[src/pkg/rcb_cfg.svh]
// Configuration constants for the radio configuration register bank.
`ifndef RCB_CFG_SVH
`define RCB_CFG_SVH
`define RCB_IDX_BR 4'h3
`define RCB_IDX_FLOOR 4'h4
`define RCB_IDX_FIFO 4'h5
`define RCB_IDX_REF_A 4'h6
`define RCB_IDX_PRE_A 4'h7
`define RCB_IDX_SWA_A 4'h8
`define RCB_IDX_REF_B 4'h9
`define RCB_IDX_PRE_B 4'hA
`define RCB_IDX_SWA_B 4'hB
`define RCB_IDX_RAMP 4'hC
`define RCB_IDX_CTRL 4'hF
`define RCB_FIRST_IDX 4'h3
`define RCB_NUM_REGS 13
`define RCB_RST_BR 8'h07
`define RCB_BR_MASK 8'h7F
`define RCB_RST_FLOOR 8'h0C
`define RCB_RST_FIFO 8'h0F
`define RCB_RST_REF_A 8'h00
`define RCB_RST_PRE_A 8'h00
`define RCB_RST_SWA_A 8'h00
`define RCB_RST_REF_B 8'h00
`define RCB_RST_PRE_B 8'h62
`define RCB_RST_SWA_B 8'h00
`define RCB_RST_RAMP 8'h38
`define RCB_RST_CTRL 8'h00
`define RCB_RAMP_HI 4
`define RCB_RAMP_LO 3
`define RCB_SEL_BIT 0
`define RCB_ONOFF_BIT 1
`define RCB_RX_BIT 2
`define RCB_ADR_IDX_HI 5
`define RCB_ADR_IDX_LO 2
`define RCB_ADR_TOP_LO 6
`define RCB_DATA_LANE 0
`define RCB_BR_HI 6
`define RCB_FIFO_SIZE_HI 7
`define RCB_FIFO_SIZE_LO 6
`define RCB_FIFO_LEVEL_HI 5
`define RCB_FIFO_LEVEL_LO 0
`define RCB_CTRL_MASK 8'h07
`define RCB_FULL_MASK 8'hFF
`define RCB_RST_OTHER 8'h00
`endif

[src/pkg/rcb_pkg.sv]
// Types shared by the radio configuration register bank.
package rcb_pkg;
	typedef logic [7:0] rcb_byte_t;
	typedef enum logic [1:0] {
		RCB_RAMP_3US,
		RCB_RAMP_8US5,
		RCB_RAMP_15US,
		RCB_RAMP_23US
	} rcb_ramp_e;
endpackage : rcb_pkg

[src/hdl/rcb_reg_bank.sv]
// Wishbone register bank holding the radio modem and synthesizer settings.
//
// The Wishbone slave port is this design's own decision.
`timescale 1ns/100ps
`include "rcb_cfg.svh"
module rcb_reg_bank
	import rcb_pkg::*;
(
	// Clock and reset.
	input wire logic clk_i,
	input wire logic rst_i,
	// Wishbone classic slave.
	input wire logic cyc_i,
	input wire logic stb_i,
	input wire logic we_i,
	input wire logic [31:0] adr_i,
	input wire logic [3:0] sel_i,
	input wire logic [31:0] dat_i,
	output logic [31:0] dat_o,
	output logic ack_o,
	output logic err_o,
	// Settings to the modem.
	output logic [6:0] bit_rate_divisor_o,
	output logic [7:0] onoff_floor_level_o,
	output logic onoff_floor_active_o,
	output logic [1:0] fifo_size_o,
	output logic [5:0] fifo_level_o,
	output rcb_ramp_e amp_ramp_time_o,
	// Selected synthesizer dividers.
	output logic divider_set_choice_o,
	output logic [7:0] ref_counter_o,
	output logic [7:0] prescale_counter_o,
	output logic [7:0] swallow_counter_o
);
	rcb_byte_t regs_q [`RCB_NUM_REGS];
	rcb_byte_t ctrl_q;
	logic ack_q;
	logic [31:0] dat_q;
	logic req;
	logic [3:0] idx;
	logic mapped;
	logic hit_ctrl;
	rcb_byte_t rd_byte;
	logic top_clear;
	logic hit_reg;
	logic wr_en;

	// A request is taken only while no ack stands, so a held strobe is never acknowledged in two cycles running.
	assign req = cyc_i && stb_i && !ack_q;
	// Word index is the byte address divided by four, since offsets are word multiples.
	assign idx = adr_i[`RCB_ADR_IDX_HI:`RCB_ADR_IDX_LO];
	// Any high address bit set means the access falls outside this bank.
	assign top_clear = (adr_i[31:`RCB_ADR_TOP_LO] == '0);
	assign hit_ctrl = top_clear && (idx == `RCB_IDX_CTRL);
	assign hit_reg = top_clear && (idx >= `RCB_FIRST_IDX) && (idx <= `RCB_IDX_RAMP);
	assign mapped = hit_reg || hit_ctrl;
	// A write lands only through byte lane 0, the lane that carries every field.
	assign wr_en = req && we_i && sel_i[`RCB_DATA_LANE];

	// One register per index; byte lane 0 carries all data.
	genvar g;
	for (g = 0; g < `RCB_NUM_REGS; g++) begin : g_reg
		localparam rcb_byte_t RST = (g == `RCB_IDX_BR) ? `RCB_RST_BR : (g == `RCB_IDX_FLOOR) ? `RCB_RST_FLOOR :
			(g == `RCB_IDX_FIFO) ? `RCB_RST_FIFO : (g == `RCB_IDX_PRE_B) ? `RCB_RST_PRE_B :
			(g == `RCB_IDX_RAMP) ? `RCB_RST_RAMP : `RCB_RST_OTHER;
		localparam rcb_byte_t MSK = (g == `RCB_IDX_BR) ? `RCB_BR_MASK : `RCB_FULL_MASK;
		if (g < `RCB_FIRST_IDX) begin : g_none
			// Indices below the bank hold no storage; they are unmapped, so the zero is never read out.
			always_ff @(posedge clk_i) begin
				regs_q[g] <= `RCB_RST_OTHER;
			end
		end else begin : g_live
			// Last written value is kept and read back; the bit-rate top bit stays zero.
			always_ff @(posedge clk_i) begin
				if (rst_i) begin
					regs_q[g] <= RST;
				end else if (wr_en && hit_reg && idx == 4'(g)) begin
					regs_q[g] <= dat_i[7:0] & MSK;
				end
			end
		end
	end

	// Reserved control bits are dropped on write so they always read back as zero.
	// Control register: divider select, on-off mode and receive state from software.
	always_ff @(posedge clk_i) begin
		if (rst_i) begin
			ctrl_q <= `RCB_RST_CTRL;
		end else if (wr_en && hit_ctrl) begin
			ctrl_q <= dat_i[7:0] & `RCB_CTRL_MASK;
		end
	end

	// Read mux; the control word shows its live bits too.
	always_comb begin
		rd_byte = hit_ctrl ? ctrl_q : regs_q[(idx <= `RCB_IDX_RAMP) ? idx : '0];
	end

	// Ack or err one edge after the request; ack drops the next cycle, err repeats while the strobe is held.
	// Registering the answer costs a cycle but keeps ack free of address decode glitches.
	always_ff @(posedge clk_i) begin
		if (rst_i) begin
			ack_q <= 1'b0;
			err_o <= 1'b0;
			dat_q <= 32'h00000000;
		end else begin
			ack_q <= req && mapped;
			err_o <= req && !mapped;
			dat_q <= (req && mapped && !we_i) ? {24'h000000, rd_byte} : 32'h00000000;
		end
	end
	assign ack_o = ack_q;
	assign dat_o = dat_q;

	// Field outputs.
	assign bit_rate_divisor_o = regs_q[`RCB_IDX_BR][`RCB_BR_HI:0];
	assign onoff_floor_level_o = regs_q[`RCB_IDX_FLOOR];
	// Floor only applies while receiving in on-off keying.
	assign onoff_floor_active_o = ctrl_q[`RCB_ONOFF_BIT] & ctrl_q[`RCB_RX_BIT];
	// FIFO size and level only pass through; the FIFO itself lives in another block.
	assign fifo_size_o = regs_q[`RCB_IDX_FIFO][`RCB_FIFO_SIZE_HI:`RCB_FIFO_SIZE_LO];
	assign fifo_level_o = regs_q[`RCB_IDX_FIFO][`RCB_FIFO_LEVEL_HI:`RCB_FIFO_LEVEL_LO];
	assign amp_ramp_time_o = rcb_ramp_e'(regs_q[`RCB_IDX_RAMP][`RCB_RAMP_HI:`RCB_RAMP_LO]);
	assign divider_set_choice_o = ctrl_q[`RCB_SEL_BIT];

	// Divider set mux; switching takes effect on the very next cycle.
	always_comb begin
		if (ctrl_q[`RCB_SEL_BIT]) begin
			ref_counter_o = regs_q[`RCB_IDX_REF_B];
			prescale_counter_o = regs_q[`RCB_IDX_PRE_B];
			swallow_counter_o = regs_q[`RCB_IDX_SWA_B];
		end else begin
			ref_counter_o = regs_q[`RCB_IDX_REF_A];
			prescale_counter_o = regs_q[`RCB_IDX_PRE_A];
			swallow_counter_o = regs_q[`RCB_IDX_SWA_A];
		end
	end

	// Reset values as seen in the first cycle after reset is released.
	property p_br_reset;
		@(posedge clk_i) $fell(rst_i) |-> bit_rate_divisor_o == 7'(`RCB_RST_BR);
	endproperty
	a_br_reset: assert property (p_br_reset) else $error("bit rate reset wrong");
	// The floor gate must never open outside on-off receive.
	property p_floor_gate;
		@(posedge clk_i) disable iff (rst_i) onoff_floor_active_o |-> ctrl_q[`RCB_RX_BIT] && ctrl_q[`RCB_ONOFF_BIT];
	endproperty
	a_floor_gate: assert property (p_floor_gate) else $error("floor active outside on-off receive");
	property p_floor_reset;
		@(posedge clk_i) $fell(rst_i) |-> onoff_floor_level_o == `RCB_RST_FLOOR;
	endproperty
	a_floor_reset: assert property (p_floor_reset) else $error("floor reset wrong");
	// With the choice set, all three counters must come from set B.
	property p_set_b;
		@(posedge clk_i) disable iff (rst_i) divider_set_choice_o |-> ref_counter_o == regs_q[`RCB_IDX_REF_B] &&
			prescale_counter_o == regs_q[`RCB_IDX_PRE_B] && swallow_counter_o == regs_q[`RCB_IDX_SWA_B];
	endproperty
	a_set_b: assert property (p_set_b) else $error("set B not applied");
	property p_ramp_reset;
		@(posedge clk_i) $fell(rst_i) |-> amp_ramp_time_o == RCB_RAMP_23US;
	endproperty
	a_ramp_reset: assert property (p_ramp_reset) else $error("ramp reset wrong");
	property p_set_a;
		@(posedge clk_i) $fell(rst_i) |-> !divider_set_choice_o && ref_counter_o == regs_q[`RCB_IDX_REF_A];
	endproperty
	a_set_a: assert property (p_set_a) else $error("set A not applied at reset");
	property p_readback;
		@(posedge clk_i) disable iff (rst_i)
			(wr_en && hit_reg && idx == `RCB_IDX_FLOOR) |=> onoff_floor_level_o == $past(dat_i[7:0]);
	endproperty
	a_readback: assert property (p_readback) else $error("write not stored");
	property p_ack_pulse;
		@(posedge clk_i) disable iff (rst_i) ack_o |=> !ack_o;
	endproperty
	a_ack_pulse: assert property (p_ack_pulse) else $error("ack held too long");
	// One answer per taken request, in the very next cycle, never both kinds at once.
	property p_answer_next;
		@(posedge clk_i) disable iff (rst_i) req |=> (ack_o ^ err_o);
	endproperty
	a_answer_next: assert property (p_answer_next) else $error("request not answered in the next cycle");
	// Read data stays zero outside an acknowledge so stale bytes never leak onto the bus.
	property p_rdata_idle;
		@(posedge clk_i) disable iff (rst_i) !ack_o |-> dat_o == '0;
	endproperty
	a_rdata_idle: assert property (p_rdata_idle) else $error("read data outside acknowledge");
	// An unmapped access must leave the control word and bit rate as they were.
	property p_unmapped_safe;
		@(posedge clk_i) disable iff (rst_i) (req && !mapped) |=> $stable(ctrl_q) && $stable(bit_rate_divisor_o);
	endproperty
	a_unmapped_safe: assert property (p_unmapped_safe) else $error("unmapped access changed a register");
	// The reserved top bit of the bit-rate register can never hold a one.
	property p_br_top;
		@(posedge clk_i) disable iff (rst_i) (regs_q[`RCB_IDX_BR] & ~`RCB_BR_MASK) == '0;
	endproperty
	a_br_top: assert property (p_br_top) else $error("bit rate top bit set");
	// A write with lane 0 off is acknowledged but must not touch the floor level.
	property p_lane_off;
		@(posedge clk_i) disable iff (rst_i)
			(req && we_i && !sel_i[`RCB_DATA_LANE] && hit_reg && idx == `RCB_IDX_FLOOR) |=> $stable(onoff_floor_level_o);
	endproperty
	a_lane_off: assert property (p_lane_off) else $error("write without lane 0 stored");
	// A ramp write shows its code on the ramp output in the next cycle.
	property p_ramp_follow;
		@(posedge clk_i) disable iff (rst_i) (wr_en && hit_reg && idx == `RCB_IDX_RAMP) |=>
			amp_ramp_time_o == rcb_ramp_e'($past(dat_i[`RCB_RAMP_HI:`RCB_RAMP_LO]));
	endproperty
	a_ramp_follow: assert property (p_ramp_follow) else $error("ramp code not applied");
	// A control write sets the divider choice from its select bit.
	property p_sel_follow;
		@(posedge clk_i) disable iff (rst_i) (wr_en && hit_ctrl) |=> divider_set_choice_o == $past(dat_i[`RCB_SEL_BIT]);
	endproperty
	a_sel_follow: assert property (p_sel_follow) else $error("divider choice not applied");
	// The floor gate opens only after software has written both on-off mode and receiving.
	property p_floor_follow;
		@(posedge clk_i) disable iff (rst_i) (wr_en && hit_ctrl) |=>
			onoff_floor_active_o == ($past(dat_i[`RCB_ONOFF_BIT]) && $past(dat_i[`RCB_RX_BIT]));
	endproperty
	a_floor_follow: assert property (p_floor_follow) else $error("floor gate does not follow control");
	// Coverage of the main bus and mode scenarios.
	c_write: cover property (@(posedge clk_i) ack_o && we_i);
	c_read: cover property (@(posedge clk_i) ack_o && !we_i);
	c_sel_b: cover property (@(posedge clk_i) divider_set_choice_o);
	c_err: cover property (@(posedge clk_i) err_o);
endmodule : rcb_reg_bank

[config.mk]
export PLATFORM = sky130hd
export DESIGN_NAME = rcb_reg_bank
export DESIGN_NICKNAME = d
export VERILOG_FILES = /design/src/pkg/rcb_pkg.sv /design/src/hdl/rcb_reg_bank.sv
export VERILOG_INCLUDE_DIRS = /design/src /design/src/pkg
export SDC_FILE = /design/constraint.sdc
export NUM_CORES = 1
export LEC_CHECK = 0
export BUFFER_PORTS_ARGS = -buffer_cell sky130_fd_sc_hd__clkbuf_2
export CAP_MARGIN = 15
export CORE_MARGIN = 5
export CORE_UTILIZATION = 52
export DETAILED_ROUTE_END_ITERATION = 7
export GPL_TIMING_DRIVEN = 0
export PLACE_DENSITY = 0.81
export SYNTH_ARGS = -nofsm -noshare
export SYNTH_HDL_FRONTEND = slang
export SYNTH_SLANG_ARGS = --single-unit
[constraint.sdc]
create_clock -name clk_i -period 4.25 [get_ports clk_i]
set_input_delay 0.85 -clock clk_i [delete_from_list [all_inputs] [get_ports clk_i]]
set_output_delay 0.85 -clock clk_i [all_outputs]
set_load 0.03 [all_outputs]
==> metrics.txt <==
Cells after Synth around 450; I/O pin count 158; final hold vios 0; Final Worst Setup Slack 546.0 ps; Setup violations, final 0; Final Max Slew Viols 0; clock skew 10.64 ps; CTS HTree Levels 3; post-DR vias/cell 6.072; via count around 4.4k; Clock Path Buffers 2; maximum net fanout on the critical path 10; Pre-antenna DRT Iters 5; async set or reset register ratio after synthesis 0%; total gr overflow 0; CP Data Required Time 4230 ps; post-CTS setup repair buffer count 0; Die ar. between 10000 and 15000 µm²; hold_buf cts 0; cell-internal power 1.390 mW; number of unique standard cell types used by synthesis 41; WHS Endpoint ctrl_q[2]$_SDFFE_PP0P_; initial DRC count 410; f_max 0.2700 GHz; Overall Global Routing Usage around 28%; # Max-Cap Violations 0; Design Power 1.971 mW; CTS tree done; Mapped Area 4974 µm²; Max transition margin 19.68%; DRT antenna net count 0; vias in the first global route 4395; period utilization between 80% and 90%; Clock Power Share 30.6%; Port Buffer Count 103; initial antenna violation count 0; Worst R2R Path Depth 6; Hold Path Depth 2; most frequent cells in the layout 103 x clkbuf_2, 79 x edfxtp_1, 55 x nor3_1; Power Density 332.0 nW/µm²; Final min period 3704 ps; core area 9284 µm²; Worst Setup End Kind flip-flop; Reg2Reg Launch Point ack_o$_SDFF_PP0_; Final #Nets 664; Syn Area/Cell around 11 µm²; data arrival time of the worst path 3680 ps; Worst Hold Class flip-flop to flip-flop; most common cell after layout, fill and taps aside clkbuf_2; Logic pwr share approximately 17%; register share of total power 52.7%; Worst-path clk slew 90 ps; EDFF count, synth between 70 and 80; reg-to-reg endpoint regs_q[10][1]$_SDFFCE_PN1P_; row count 35; GP Congestion between 1 and 1.5; register bit count reported by yosys 92; Initial Utilization a little over half; static leakage 2.177 nW; first-pass GRT wire length 24410 µm; crit path kind primary input to flip-flop; Ant. Diodes 0; status finished clean; area grow syn2layout 19.35%; die height 107.8 µm; Switching Share 29.46%; Net Sw Power a little under 600 µW; latest clock arrival within the worst-skew pair 370 ps; r2r setup slk 1230 ps; Critical Path Source Type primary input; worst hold start ctrl_q[2]$_SDFFE_PP0P_; dpl ws between 200 and 250 ps; largest net degree at the start of global routing 16; post-synthesis sequential area ratio between 50% and 60%; layout cell share with drive strength beyond 1 31.71%; DIE WIDTH 107.8 µm; RSZ-0062 raised after global routing false; DR WL/cell between 20 and 25 µm; Routed Wire Length roughly 16000 µm; synth warn 0; Remaining DRCs 0; hpwl dp roughly 12000 µm; # resized after CTS 0; Root Driver clkbuf_8; worst-margin pin slew 1202 ps; CTS sink cnt 92; setup TNS 0 ps; Num CTS Buffers 9; Primary FF master, synth edfxtp_1; maximum VDD drop 0.2322 mV
[routing by layer]
layer / track usage [%] / part of all wire, % / routed length, µm
met5: 0 / 0 / 0
met4: 10.37 / 3.2 / 517
met3: 6.779 / 11 / 1845
met1: 35.64 / 37 / 5988
met2: 46.58 / 48 / 7842
[flip-flops by register name, indices dropped and copies added, names as in the netlist]
name / flops
regs_q: 79
dat_o: 8
ctrl_q: 3
ack_o: 1
err_o: 1
[through the flow]
stage	hold slack (ps)	util, %	cell area (µm²)	cells
final	511.7	63.94	5936	725
after global routing	571.8	63.94	5936	725
after CTS	514.4	63.85	5928	724
after detailed placement	492.2	61.79	5737	708
after global placement	488.8	61.79	5737	708
after floorplan	469.1	-	5060	476
[layout make-up]
type	instances	area, µm²
inverter	6	22.52
multi-input combinational	315	2053
buffer	63	351.6
clock buffer	10	127.6
sequential	92	2633
timing repair buffer	104	523.0
tap	129	161.4
clock inverter	6	63.81
fill	768	3348
[Yosys cell counts, drive strengths merged (4+ instances only)]
master,n,area (µm²)
dfxtp,13,260.3
o21ai,12,60.06
nor2b,7,43.79
mux2,28,315.3
nand2b,5,31.28
nand2,42,157.7
o21bai,10,75.07
a21oi,14,70.07
a22oi,4,30.03
buf,39,261.5
edfxtp,79,2372
nor3,55,275.3
o221ai,12,105.1
clkbuf,24,90.09
inv,5,18.77
mux2i,20,200.2
a221oi,4,35.03
or3,4,25.02
nand3,4,20.02
nor4,15,93.84
a31oi,6,37.54
or4,16,123.9
nor2,11,41.29
[logic make-up (layout without fill, tap and decap cells)]
logic type / Yosys count / after routing / share of synthesized area (%)
flops: 92 / 92 / 52.93
compound gates: 69 / 69 / 9.384
mux: 51 / 51 / 11.72
other cells: 1 / 24 / 0.07540
buf+inv: 69 / 189 / 7.522
simple gates: 171 / 171 / 18.36
[power groups by stage]
stage	clock network, mW	registers [mW]	logic, mW
2_1_floorplan	0	1.07	0.192
3_3_place_gp	0	1.06	0.315
3_5_place_dp	0	1.06	0.319
4_1_cts	0.593	1.04	0.321
5_1_grt	0.627	1.04	0.347
6_report	0.603	1.04	0.329
[worst max-delay path by stage]
stage	start	slack, ps	end	cells after the start
2_1_floorplan	adr_i[21]	870	regs_q[10][0]$_SDFFCE_PN0P_	6
3_3_place_gp	adr_i[21]	230	regs_q[10][3]$_SDFFCE_PN0P_	7
3_5_place_dp	adr_i[21]	230	regs_q[10][3]$_SDFFCE_PN0P_	7
4_1_cts	adr_i[21]	610	regs_q[6][1]$_SDFFCE_PN0P_	8
5_1_grt	adr_i[7]	460	regs_q[10][1]$_SDFFCE_PN1P_	7
6_report	adr_i[21]	550	regs_q[10][1]$_SDFFCE_PN1P_	7
[worst max-delay path: stages]
cell and delay, ps:
clkbuf_2 80, or4_4 520, nand3b_4 190, or4_1 480
buf_2 210, or3_1 380, o21bai_1 960
(Power assumes the default switching activity.)
